**config.mk**
```make
export PLATFORM = sky130hd
export DESIGN_NAME = plc_host_port
export DESIGN_NICKNAME = d
export VERILOG_FILES = /design/src/rtl/plc_port_pkg.sv /design/src/rtl/byte_fifo.sv /design/src/rtl/plc_host_port.sv
export SDC_FILE = /design/constraint.sdc
export NUM_CORES = 1
export LEC_CHECK = 0
export BUFFER_PORTS_ARGS = -buffer_cell sky130_fd_sc_hd__buf_4
export CAP_MARGIN = 25
export CORE_MARGIN = 1
export CORE_UTILIZATION = 53
export CTS_CLUSTER_SIZE = 28
export DETAILED_ROUTE_END_ITERATION = 7
export GPL_TIMING_DRIVEN = 0
export PLACE_DENSITY_LB_ADDON = 0.3
export SETUP_SLACK_MARGIN = 0.3
export SLEW_MARGIN = 20
export SYNTH_ARGS = -nofsm -noshare
export SYNTH_HDL_FRONTEND = slang
export SYNTH_SLANG_ARGS = --single-unit
```
**constraint.sdc**
```tcl
create_clock -name clock_i -period 5.2 [get_ports clock_i]
set_input_delay 0.26 -clock clock_i [delete_from_list [all_inputs] [get_ports clock_i]]
set_output_delay 0.26 -clock clock_i [all_outputs]
set_load 0.05 [all_outputs]
```
**src/rtl/plc_port_pkg.sv**
```systemverilog
package plc_port_pkg;

  // Core clock and the derived host clock.
  localparam int unsigned CLK_HZ       = 125_000_000;
  localparam int unsigned HOST_CLK_HZ  = 4_000_000;
  localparam int unsigned HCLK_HALF    = CLK_HZ / (2 * HOST_CLK_HZ);
  localparam logic [7:0]  HCLK_LAST    = 8'(HCLK_HALF - 1);

  // Power-on quiet time before the host port answers.
  localparam int unsigned POR_TIME_MS  = 10;
  localparam logic [31:0] POR_CYCLES   = 32'(CLK_HZ / 1000 * POR_TIME_MS);

  // Structure sizes in bytes.
  localparam logic [5:0]  CFG_BYTES    = 6'h07;
  localparam logic [5:0]  IFL_BYTES    = 6'h01;
  localparam logic [5:0]  NODE_BYTES   = 6'h02;
  localparam logic [5:0]  STATUS_BYTES = 6'h06;
  localparam logic [5:0]  PKT_BYTES    = 6'h29;
  localparam logic [5:0]  HDR_BYTES    = 6'h08;
  localparam logic [5:0]  RX_MIN_BYTES = 6'h02;

  // Command bytes.
  localparam logic [7:0]  CMD_LM_WRITE   = 8'h01;
  localparam logic [7:0]  CMD_LM_READ    = 8'h02;
  localparam logic [7:0]  CMD_IF_READ    = 8'h03;
  localparam logic [7:0]  CMD_NODE_WRITE = 8'h04;
  localparam logic [7:0]  CMD_STATUS_RD  = 8'h05;
  localparam logic [7:0]  CMD_PKT_TX     = 8'h06;
  localparam logic [7:0]  CMD_PKT_RX     = 8'h07;

  // Interface flag positions and reset value.
  localparam int IF_RA  = 7;
  localparam int IF_TA  = 6;
  localparam int IF_TEX = 5;
  localparam int IF_REX = 4;
  localparam int IF_PLF = 3;
  localparam int IF_IE  = 2;
  localparam int IF_RES = 0;
  localparam logic [7:0] IF_RESET = 8'h01;
  localparam logic [7:0] IF_VALID = 8'hfd;

  // Mode control and node control fields.
  localparam int MC_MR_HI = 6;
  localparam int MC_MR_LO = 3;
  localparam int MC_SL_HI = 1;
  localparam int MC_SL_LO = 0;
  localparam logic [1:0] SL_NODE_MODE = 2'h3;
  localparam int NC_RD_HI = 7;
  localparam int NC_RD_LO = 5;
  localparam int NC_HB    = 3;
  localparam int NC_AT    = 2;
  localparam int NC_ULB   = 1;
  localparam logic [2:0] RD_ACCEPT = 3'h1;

  // Transmit completion codes.
  localparam logic [3:0] TXS_SUCCESS = 4'h0;
  localparam logic [3:0] TXS_EXCESS  = 4'h4;
  localparam logic [3:0] TXS_ABORTED = 4'ha;

  localparam logic [2:0] BIT_LAST = 3'h7;
  localparam logic [7:0] CRC_POLY = 8'h07;

  typedef enum logic [3:0] {
    TX_IDLE = 4'h1,
    TX_WAIT = 4'h2,
    TX_DATA = 4'h4,
    TX_CRC  = 4'h8
  } tx_state_t;

  function automatic logic [7:0] crc8_byte(input logic [7:0] crc, input logic [7:0] data);
    logic [7:0] c;
    c = crc ^ data;
    for (int i = 0; i < 8; i++)
    begin
      c = c[7] ? ((c << 1) ^ CRC_POLY) : (c << 1);
    end
    return c;
  endfunction : crc8_byte

endpackage : plc_port_pkg

```
**src/rtl/byte_fifo.sv**
```systemverilog
`timescale 1ns/1ps
module byte_fifo #(
  parameter int WIDTH = 8,
  parameter int DEPTH = 8
) (
  // Clock and reset
  input  wire logic             clock_i,
  input  wire logic             nrst_i,
  // Fill side
  input  wire logic             in_valid_i,
  output logic                  in_ready_o,
  input  wire logic [WIDTH-1:0] in_data_i,
  // Drain side
  output logic                  out_valid_o,
  input  wire logic             out_ready_i,
  output logic [WIDTH-1:0]      out_data_o
);
  localparam int AW = $clog2(DEPTH);

  typedef struct packed {
    logic [AW-1:0] wp;
    logic [AW-1:0] rp;
    logic [AW:0]   cnt;
  } fifo_t;

  fifo_t            state_r;
  fifo_t            state_nxt;
  logic [WIDTH-1:0] mem [DEPTH];
  logic             do_push;
  logic             do_pop;

  assign in_ready_o  = (state_r.cnt != (AW + 1)'(DEPTH));
  assign out_valid_o = (state_r.cnt != '0);
  assign out_data_o  = mem[state_r.rp];
  assign do_push     = in_valid_i && in_ready_o;
  assign do_pop      = out_ready_i && out_valid_o;

  always_comb
  begin
    state_nxt = state_r;
    if (do_push)
    begin
      state_nxt.wp = (state_r.wp == AW'(DEPTH - 1)) ? '0 : state_r.wp + AW'(1);
    end
    if (do_pop)
    begin
      state_nxt.rp = (state_r.rp == AW'(DEPTH - 1)) ? '0 : state_r.rp + AW'(1);
    end
    state_nxt.cnt = state_r.cnt + (AW + 1)'(do_push) - (AW + 1)'(do_pop);
  end

  always_ff @(posedge clock_i or negedge nrst_i)
  begin
    if (!nrst_i)
    begin
      state_r <= '0;
    end
    else
    begin
      state_r <= state_nxt;
    end
  end

  always_ff @(posedge clock_i)
  begin
    if (do_push)
    begin
      mem[state_r.wp] <= in_data_i;
    end
  end
endmodule : byte_fifo

```
**src/rtl/plc_host_port.sv**
```systemverilog
`timescale 1ns/1ps
module plc_host_port
  import plc_port_pkg::*;
#(
  parameter logic [31:0] POR_WAIT    = plc_port_pkg::POR_CYCLES,
  parameter int          SYM_CYCLES  = 16,
  parameter int          BACKOFF     = 64,
  parameter int          FIFO_DEPTH  = 8,
  // Arbitrary identifier value.
  parameter logic [7:0]  DEVICE_ID   = 8'h5a
) (
  // Clock and hardware reset from the host
  input  wire logic clock_i,
  input  wire logic nrst_i,
  // Host serial port
  input  wire logic sclk_i,
  input  wire logic cs_n_i,
  input  wire logic sdi_i,
  output logic      sdo_o,
  output logic      sdo_oe_o,
  output logic      attn_n_o,
  // Line side
  output logic      transmit_enable_out_o,
  output logic      sig_out_o,
  output logic      sig_out_oe_o,
  input  wire logic rx_frame_i,
  input  wire logic rx_sym_valid_i,
  input  wire logic rx_sym_i,
  // Clock for the host
  output logic      host_clock_out_o
);
  import plc_port_pkg::*;

  typedef struct packed {
    logic        sclk_q;
    logic [2:0]  bit_cnt;
    logic [7:0]  rx_sh;
    logic [7:0]  tx_sh;
    logic [7:0]  cmd;
    logic        cmd_ok;
    logic [5:0]  byte_idx;
    logic        sdo;
    logic        sdo_oe;
    logic        attn_n;
    logic [7:0]  flags;
    logic [7:0]  mode_ctrl;
    logic [7:0]  node0;
    logic [3:0]  tx_status;
    logic [31:0] por_cnt;
    logic        por_done;
    logic [7:0]  hdiv;
    logic        hclk;
    tx_state_t   txs;
    logic [7:0]  tx_byte;
    logic [2:0]  tx_bit;
    logic [15:0] sym_cnt;
    logic [7:0]  tx_crc;
    logic [7:0]  restarts;
    logic        ts;
    logic        so;
    logic [7:0]  line_sh;
    logic [2:0]  line_bit;
    logic [5:0]  rx_cnt;
    logic [7:0]  rx_crc;
    logic        frame_q;
  } state_t;

  localparam logic [15:0] SYM_LAST = 16'(SYM_CYCLES - 1);
  localparam logic [15:0] BO_LAST  = 16'(BACKOFF - 1);

  state_t     state_r;
  state_t     state_nxt;
  logic [7:0] rx_mem [PKT_BYTES];
  logic       active;
  logic       spi_byte_done;
  logic [7:0] spi_byte;
  logic [7:0] cmd_rd;
  logic [5:0] idx_rd;
  logic [7:0] rd_byte;
  logic [7:0] clr_mask;
  logic [7:0] ev_set;
  logic [7:0] line_byte;
  logic [7:0] restart_limit;
  logic       push;
  logic       pop;
  logic       fifo_in_ready;
  logic       fifo_out_valid;
  logic [7:0] fifo_out_data;
  logic       mem_we;

  byte_fifo #(
    .WIDTH (8),
    .DEPTH (FIFO_DEPTH)
  ) u_tx_fifo (
    .clock_i     (clock_i),
    .nrst_i      (nrst_i),
    .in_valid_i  (push),
    .in_ready_o  (fifo_in_ready),
    .in_data_i   (spi_byte),
    .out_valid_o (fifo_out_valid),
    .out_ready_i (pop),
    .out_data_o  (fifo_out_data)
  );

  assign active        = !cs_n_i && state_r.por_done;
  assign spi_byte      = {state_r.rx_sh[6:0], sdi_i};
  assign spi_byte_done = active && sclk_i && !state_r.sclk_q && (state_r.bit_cnt == BIT_LAST);
  assign line_byte     = {state_r.line_sh[6:0], rx_sym_i};
  assign restart_limit = {1'b0, state_r.mode_ctrl[MC_MR_HI:MC_MR_LO], 3'h0};

  always_comb
  begin
    state_nxt = state_r;
    push      = 1'b0;
    pop       = 1'b0;
    mem_we    = 1'b0;
    clr_mask  = 8'h00;
    ev_set    = 8'h00;
    cmd_rd    = state_r.cmd;
    idx_rd    = state_r.byte_idx;
    rd_byte   = 8'h00;

    if (!state_r.por_done)
    begin
      state_nxt.por_cnt  = state_r.por_cnt + 32'h1;
      state_nxt.por_done = (state_r.por_cnt == POR_WAIT - 32'h1);
    end

    // Free running host clock; the divider rounds down to an integer half period.
    if (state_r.hdiv == HCLK_LAST)
    begin
      state_nxt.hdiv = 8'h00;
      state_nxt.hclk = !state_r.hclk;
    end
    else
    begin
      state_nxt.hdiv = state_r.hdiv + 8'h01;
    end

    // Serial slave, mode 0: sample on rising clock, shift out on falling.
    state_nxt.sclk_q = sclk_i;
    state_nxt.sdo_oe = active;
    if (!active)
    begin
      state_nxt.bit_cnt  = 3'h0;
      state_nxt.byte_idx = 6'h00;
      state_nxt.cmd_ok   = 1'b0;
      state_nxt.tx_sh    = 8'h00;
      state_nxt.sdo      = 1'b0;
    end
    else
    begin
      if (sclk_i && !state_r.sclk_q)
      begin
        state_nxt.rx_sh   = spi_byte;
        state_nxt.bit_cnt = state_r.bit_cnt + 3'h1;
      end
      else if (!sclk_i && state_r.sclk_q)
      begin
        state_nxt.sdo   = state_r.tx_sh[7];
        state_nxt.tx_sh = {state_r.tx_sh[6:0], 1'b0};
      end
    end

    if (spi_byte_done)
    begin
      if (!state_r.cmd_ok)
      begin
        state_nxt.cmd    = spi_byte;
        state_nxt.cmd_ok = 1'b1;
        cmd_rd           = spi_byte;
        idx_rd           = 6'h00;
        if (spi_byte == CMD_IF_READ)
        begin
          clr_mask = IF_VALID;
        end
        else if ((spi_byte < CMD_LM_WRITE) || (spi_byte > CMD_PKT_RX))
        begin
          ev_set[IF_IE] = 1'b1;
        end
      end
      else
      begin
        state_nxt.byte_idx = state_r.byte_idx + 6'h01;
        idx_rd             = state_r.byte_idx + 6'h01;
        if (state_r.cmd == CMD_LM_WRITE)
        begin
          if (state_r.byte_idx == 6'h00)
          begin
            state_nxt.mode_ctrl   = spi_byte;
            clr_mask[IF_RES]      = 1'b1;
          end
        end
        else if (state_r.cmd == CMD_NODE_WRITE)
        begin
          if (state_r.byte_idx == 6'h00)
          begin
            state_nxt.node0 = spi_byte;
          end
        end
        else if (state_r.cmd == CMD_PKT_TX)
        begin
          // A byte the buffer cannot take is dropped and reported.
          if (fifo_in_ready && (state_r.byte_idx < PKT_BYTES))
          begin
            push = 1'b1;
          end
          else
          begin
            ev_set[IF_IE] = 1'b1;
          end
        end
      end
      if ((cmd_rd == CMD_LM_READ) && (idx_rd == 6'h00))
      begin
        rd_byte = state_r.mode_ctrl;
      end
      else if ((cmd_rd == CMD_IF_READ) && (idx_rd < IFL_BYTES))
      begin
        rd_byte = state_r.flags & IF_VALID;
      end
      else if ((cmd_rd == CMD_STATUS_RD) && (idx_rd == 6'h00))
      begin
        rd_byte = {4'h0, state_r.tx_status};
      end
      else if ((cmd_rd == CMD_STATUS_RD) && (idx_rd == STATUS_BYTES - 6'h01))
      begin
        rd_byte = DEVICE_ID;
      end
      else if ((cmd_rd == CMD_PKT_RX) && (idx_rd < PKT_BYTES))
      begin
        rd_byte = rx_mem[idx_rd];
      end
      state_nxt.tx_sh = rd_byte;
    end

    // Transmit: access the channel, then send each byte as eight symbols.
    case (state_r.txs)
      TX_IDLE:
      begin
        state_nxt.ts = 1'b0;
        state_nxt.so = 1'b0;
        if (!state_r.flags[IF_RES] && fifo_out_valid &&
            (state_r.mode_ctrl[MC_SL_HI:MC_SL_LO] == SL_NODE_MODE))
        begin
          state_nxt.txs      = TX_WAIT;
          state_nxt.restarts = 8'h00;
          state_nxt.sym_cnt  = 16'h0000;
        end
      end
      TX_WAIT:
      begin
        if (state_r.node0[NC_AT])
        begin
          state_nxt.node0[NC_AT] = 1'b0;
          state_nxt.tx_status    = TXS_ABORTED;
          state_nxt.txs          = TX_IDLE;
          ev_set[IF_TA]          = 1'b1;
        end
        else if (rx_frame_i)
        begin
          if (state_r.sym_cnt == BO_LAST)
          begin
            state_nxt.sym_cnt = 16'h0000;
            if (state_r.restarts == restart_limit)
            begin
              state_nxt.tx_status = TXS_EXCESS;
              state_nxt.txs       = TX_IDLE;
              ev_set[IF_TA]       = 1'b1;
            end
            else
            begin
              state_nxt.restarts = state_r.restarts + 8'h01;
            end
          end
          else
          begin
            state_nxt.sym_cnt = state_r.sym_cnt + 16'h0001;
          end
        end
        else
        begin
          pop               = 1'b1;
          state_nxt.tx_byte = fifo_out_data;
          state_nxt.so      = fifo_out_data[7];
          state_nxt.tx_crc  = crc8_byte(8'h00, fifo_out_data);
          state_nxt.tx_bit  = 3'h0;
          state_nxt.sym_cnt = 16'h0000;
          state_nxt.ts      = 1'b1;
          state_nxt.txs     = TX_DATA;
          ev_set[IF_TEX]    = 1'b1;
        end
      end
      TX_DATA, TX_CRC:
      begin
        if (state_r.sym_cnt != SYM_LAST)
        begin
          state_nxt.sym_cnt = state_r.sym_cnt + 16'h0001;
        end
        else
        begin
          state_nxt.sym_cnt = 16'h0000;
          if (state_r.tx_bit != BIT_LAST)
          begin
            state_nxt.tx_byte = {state_r.tx_byte[6:0], 1'b0};
            state_nxt.so      = state_r.tx_byte[6];
            state_nxt.tx_bit  = state_r.tx_bit + 3'h1;
          end
          else if ((state_r.txs == TX_DATA) && fifo_out_valid)
          begin
            pop               = 1'b1;
            state_nxt.tx_byte = fifo_out_data;
            state_nxt.so      = fifo_out_data[7];
            state_nxt.tx_crc  = crc8_byte(state_r.tx_crc, fifo_out_data);
            state_nxt.tx_bit  = 3'h0;
          end
          else if (state_r.txs == TX_DATA)
          begin
            // An empty buffer ends the packet, so the host must keep ahead.
            state_nxt.tx_byte = state_r.tx_crc;
            state_nxt.so      = state_r.tx_crc[7];
            state_nxt.tx_bit  = 3'h0;
            state_nxt.txs     = TX_CRC;
          end
          else
          begin
            state_nxt.ts           = 1'b0;
            state_nxt.so           = 1'b0;
            state_nxt.txs          = TX_IDLE;
            state_nxt.tx_status    = TXS_SUCCESS;
            state_nxt.node0[NC_AT] = 1'b0;
            ev_set[IF_TA]          = 1'b1;
          end
        end
      end
      default:
      begin
        state_nxt.txs = TX_IDLE;
        state_nxt.ts  = 1'b0;
      end
    endcase

    // Receive: frames outside an own transmission are taken without address checks while node0 RD is RD_ACCEPT and no packet is held.
    state_nxt.frame_q = rx_frame_i;
    if (rx_frame_i && !state_r.ts && rx_sym_valid_i)
    begin
      state_nxt.line_sh  = line_byte;
      state_nxt.line_bit = state_r.line_bit + 3'h1;
      if (state_r.line_bit == BIT_LAST)
      begin
        state_nxt.rx_crc = crc8_byte(state_r.rx_crc, line_byte);
        if (state_r.rx_cnt < PKT_BYTES)
        begin
          // A held packet is kept; later frames are refused.
          mem_we           = !state_r.flags[IF_RA];
          state_nxt.rx_cnt = state_r.rx_cnt + 6'h01;
          if (state_r.rx_cnt == HDR_BYTES - 6'h01)
          begin
            ev_set[IF_REX] = 1'b1;
          end
        end
        else
        begin
          ev_set[IF_PLF] = 1'b1;
        end
      end
    end
    if (state_r.frame_q && !rx_frame_i)
    begin
      if ((state_r.rx_cnt >= RX_MIN_BYTES) && (state_r.rx_crc == 8'h00) &&
          (state_r.line_bit == 3'h0) && !state_r.flags[IF_RA] &&
          (state_r.node0[NC_RD_HI:NC_RD_LO] == RD_ACCEPT))
      begin
        ev_set[IF_RA] = 1'b1;
      end
      state_nxt.rx_cnt   = 6'h00;
      state_nxt.rx_crc   = 8'h00;
      state_nxt.line_bit = 3'h0;
    end

    // A flag raised in the cycle of its clear survives.
    state_nxt.flags  = ((state_r.flags & ~clr_mask) | ev_set) & IF_VALID;
    state_nxt.attn_n = !(state_r.por_done && !state_r.node0[NC_HB] &&
                         (|(state_r.flags & {!state_r.node0[NC_ULB], 7'h7f})));
  end

  // The host's hardware reset clears all loaded configuration.
  always_ff @(posedge clock_i or negedge nrst_i)
  begin
    if (!nrst_i)
    begin
      state_r        <= '0;
      state_r.flags  <= IF_RESET;
      state_r.txs    <= TX_IDLE;
      state_r.attn_n <= 1'b1;
    end
    else
    begin
      state_r <= state_nxt;
    end
  end

  always_ff @(posedge clock_i)
  begin
    if (mem_we)
    begin
      rx_mem[state_r.rx_cnt] <= line_byte;
    end
  end

  // Seven output lines; the same flop drives the enable and the output release.
  assign sdo_o                 = state_r.sdo;
  assign sdo_oe_o              = state_r.sdo_oe;
  assign attn_n_o              = state_r.attn_n;
  assign transmit_enable_out_o = state_r.ts;
  assign sig_out_oe_o          = state_r.ts;
  assign sig_out_o             = state_r.so;
  assign host_clock_out_o      = state_r.hclk;

  localparam int A_HALF = HCLK_HALF;
endmodule : plc_host_port

```
==> flow_summary.toml <==
[cts]
cts_tree = "done"
cts_buffers = 59
cts_sinks = 577
cts_buffer_depth = 3
cts_root_buf = "clkbuf_16"
cts_setup_buffers = 0
clock_latency_ns = 0.65
cts_max_level = 2
clk_pin_slew_ns = 0.06

[timing]
fin_crit_sh_pct = 89.4
fmax_mhz = 215
worst_pin_slew_ns = 1.09
period_minus_slack_ns = 4.65
skew_ns = 0.0331
rsz0062_at_grt = "false"
drv_slew = 0
final.setup.tns_ns = 0
hold_viol_final = 0
maxSlewHeadroom_pct = 27.6
setup_viol = 0

[run_status]
status = "finished, final reports clean"

[drt]
ant_nets = 0
routed_wl_um = 69100
drc = 0
vias = 17100
wl_per_cell_um = 25.4
first_iter_violations = 1795
detail_route.first_pass.iterations = 6
viasPerCell = 6.29

[die]
start_util_pct = 53.7
core_um2 = 47700
die_y_um = 222
rows = 80
die_w_um = 222
dieArea_um2 = 49300
io_pins = 15

[layout]
layout_commonest_cell = "edfxtp_1"
fillers = 3712
fin_nets = 2094
post-route-util_pct = 60.4
syn2layout_area_growth_pct = 12.5
layout_common_cells = "edfxtp_1 (392), dfrtp_1 (175), nor2_1 (156), nand2_1 (153), o21ai_0 (97)"
drive_above_1_share_pct = 12.9
n_antenna_cell = 0

[synth]
synth_cell_types = 90
syn_avg_cell_area_um2 = 13.1
synth_top_area_share_pct = 45.9
synth-seq-cells = 577
synth-seq-area-share_pct = 64.0
yosysTopAreaCell = "edfxtp_1"
ys_async_sr_fraction_pct = 32.1
synth_area_leaders = "edfxtp_1 (46%), dfrtp_1 (18%), mux2_2 (3.0%)"
synth_area_um2 = 25600
syn_inst = 1964
synth_edf_count = 392
synth.yosys.warnings = 0
syn_nets = 2002
yosys_most_used_dff = "edfxtp_1"

[power_and_ir_drop]
switching_power_mw = 2.14
power.internal_mw = 7.77
combPwrFrac_pct = 4.2
peakVddDrop_uv = 303
power_leakage_nw = 10.6
sw_frac_of_total_pct = 21.6
pwr-share-clk_pct = 43.9
pwr-share-seq_pct = 51.8
power_density_nw_per_um2 = 344

[job]
maxCapViolations = 0

[global_route]
grt_pass1_vias = 17200
antenna_found_initial = 0
grt_max_degree = 77
grtUsageTotal_pct = 28.5
grt_first_pass_wirelength_um = 105000
overflow = 0

[setup_path]
start_kind = "flop"
crit_buf_inv = 5
crit_path_end_kind = "flop"
cp_data_arrival_time_ns = 5.17
r2r-start = "state_r[148]"
crit_required_ns = 5.72
crit_type = "flop to flop"
crit_path_cell_trace = "buf_2 -> inv_1 -> ha_1 -> buf_2 -> buf_1 -> buf_1 -> nor3_1 -> a21oi_1 -> o22ai_1 -> a2111oi_0 -> a311oi_1 -> o31ai_1"
cp_slowest_stage_delay_ns = 0.87
crit_path_start = "state_r[148]"
path_max_fanout = 10
cp_slowest_cell = "a2111oi_0"
crit_family = "buffers and inverters"

[placed_design]
dp_hpwl_um = 46500
port_buffers = 14
globalplace.congestion = 1.03

[worst_hold_path]
min_path_type = "input port to async pin"
layout make-up:
type	instances	area [µm²]	share of cell area, %
Tap cell	615	769	2.67
Clock buffer	76	1600	5.55
Timing Repair Buffer	31	398	1.38
Multi-Input combinational cell	1256	8720	30.2
Clock inverter	34	409	1.42
Buffer	96	409	1.42
Sequential cell	577	16400	56.9
Inverter	35	131	0.455
flip-flops by register name, summed over array words and instances, names as in the netlist:
name,count
attn_n_o,1
host_clock_out_o,1
line_byte,7
restart_limit,4
rx_mem,328
sdo_o,1
sdo_oe_o,1
sig_out_o,1
sig_out_oe_o,1
spi_byte,7
state_r,151
u_tx_fifo.mem,64
u_tx_fifo.state_r,10
worst register-to-register path, cell delays in order, from the launching register on:
cell	delay, ns
dfrtp_1	0.35
buf_2	0.22
inv_1	0.19
ha_1	0.33
buf_2	0.29
buf_1	0.66
buf_1	0.72
nor3_1	0.11
a21oi_1	0.19
o22ai_1	0.15
a2111oi_0	0.87
a311oi_1	0.17
o31ai_1	0.30
logic make-up after synthesis:
family	count (synthesis)	synth area share (%)
xor+xnor	106	3.85
fa+ha+maj	30	1.49
buf+inv	131	2.11
mux	156	7.44
flops	577	64.0
simple gates	559	10.6
compound gates	405	10.5
power by group through the flow:
stage / Combinational [mW] / Sequential (mW) / Clock (mW)
3_3_place_gp: 0.222 / 5.35 / 0
2_1_floorplan: 0.158 / 5.24 / 0
4_1_cts: 0.422 / 5.14 / 4.40
3_5_place_dp: 0.418 / 5.23 / 0
6_report: 0.421 / 5.14 / 4.36
5_1_grt: 0.453 / 5.14 / 4.58
through the flow:
stage                     instances  power, mW  hold slack [ns]  worst slack (ns)  cell area, µm²
after global routing           2720       10.2            0.137             0.507           28900
after detailed placement       2604       5.65            0.153             0.615           26800
after CTS                      2718       9.97           0.0968             0.602           28800
after global placement         2593       5.58            0.380             0.656           26500
after floorplan                1964       5.40          -0.0356              2.18           25600
final                          2720       9.92            0.106             0.552           28900
cells in the mapped netlist (10+ instances only):
| master | n |
|---|---|
| mux2_2 | 68 |
| nor4_1 | 13 |
| nand3b_1 | 12 |
| mux4_2 | 14 |
| ha_1 | 29 |
| buf_1 | 15 |
| edfxtp_1 | 392 |
| inv_1 | 34 |
| nor3_1 | 52 |
| buf_2 | 21 |
| xor2_1 | 37 |
| nand3_1 | 44 |
| and3_1 | 15 |
| nor2_1 | 156 |
| nand4_1 | 18 |
| a2bb2oi_1 | 15 |
| dfrtp_1 | 182 |
| xnor2_1 | 64 |
| nand2_1 | 153 |
| a21oi_1 | 83 |
| nand2b_1 | 24 |
| nor2b_1 | 10 |
| o22ai_1 | 51 |
| a22o_1 | 18 |
| o22a_1 | 10 |
| clkbuf_1 | 56 |
| a22oi_1 | 14 |
| mux2i_1 | 65 |
| o2bb2ai_1 | 11 |
| o21ai_0 | 97 |
final timing paths:
path / endpoint / slack (ns) / depth (start not counted)
worst min register to register: host_clock_out_o / 0.47 / 1
min in group clock_i: line_byte[1] / 0.16 / 3
max in group asynchronous: u_tx_fifo.state_r[7] / 4.40 / 3
worst min-delay path: state_r[104] / 0.11 / 2
worst max-delay path: state_r[163] / 0.55 / 12
worst max register to register: state_r[163] / 0.55 / 12
what timing repair did:
action,CTS,global route
gates resized for setup,0,0
setup endpoints to repair,0,0
hold buffers,4,0
hold endpoints to repair,195,0
per-layer routing:
metal	vias up	share of wire (%)	GRT usage [%]	wire length [µm]
met2	763	48	47.0	33400
met3	185	7.6	4.86	5280
li1	7602	-	-	-
met5	-	0	0	0
met4	0	4.5	12.7	3080
met1	8564	40	37.2	27300
No activity file was read; power rests on OpenSTA's default activity.
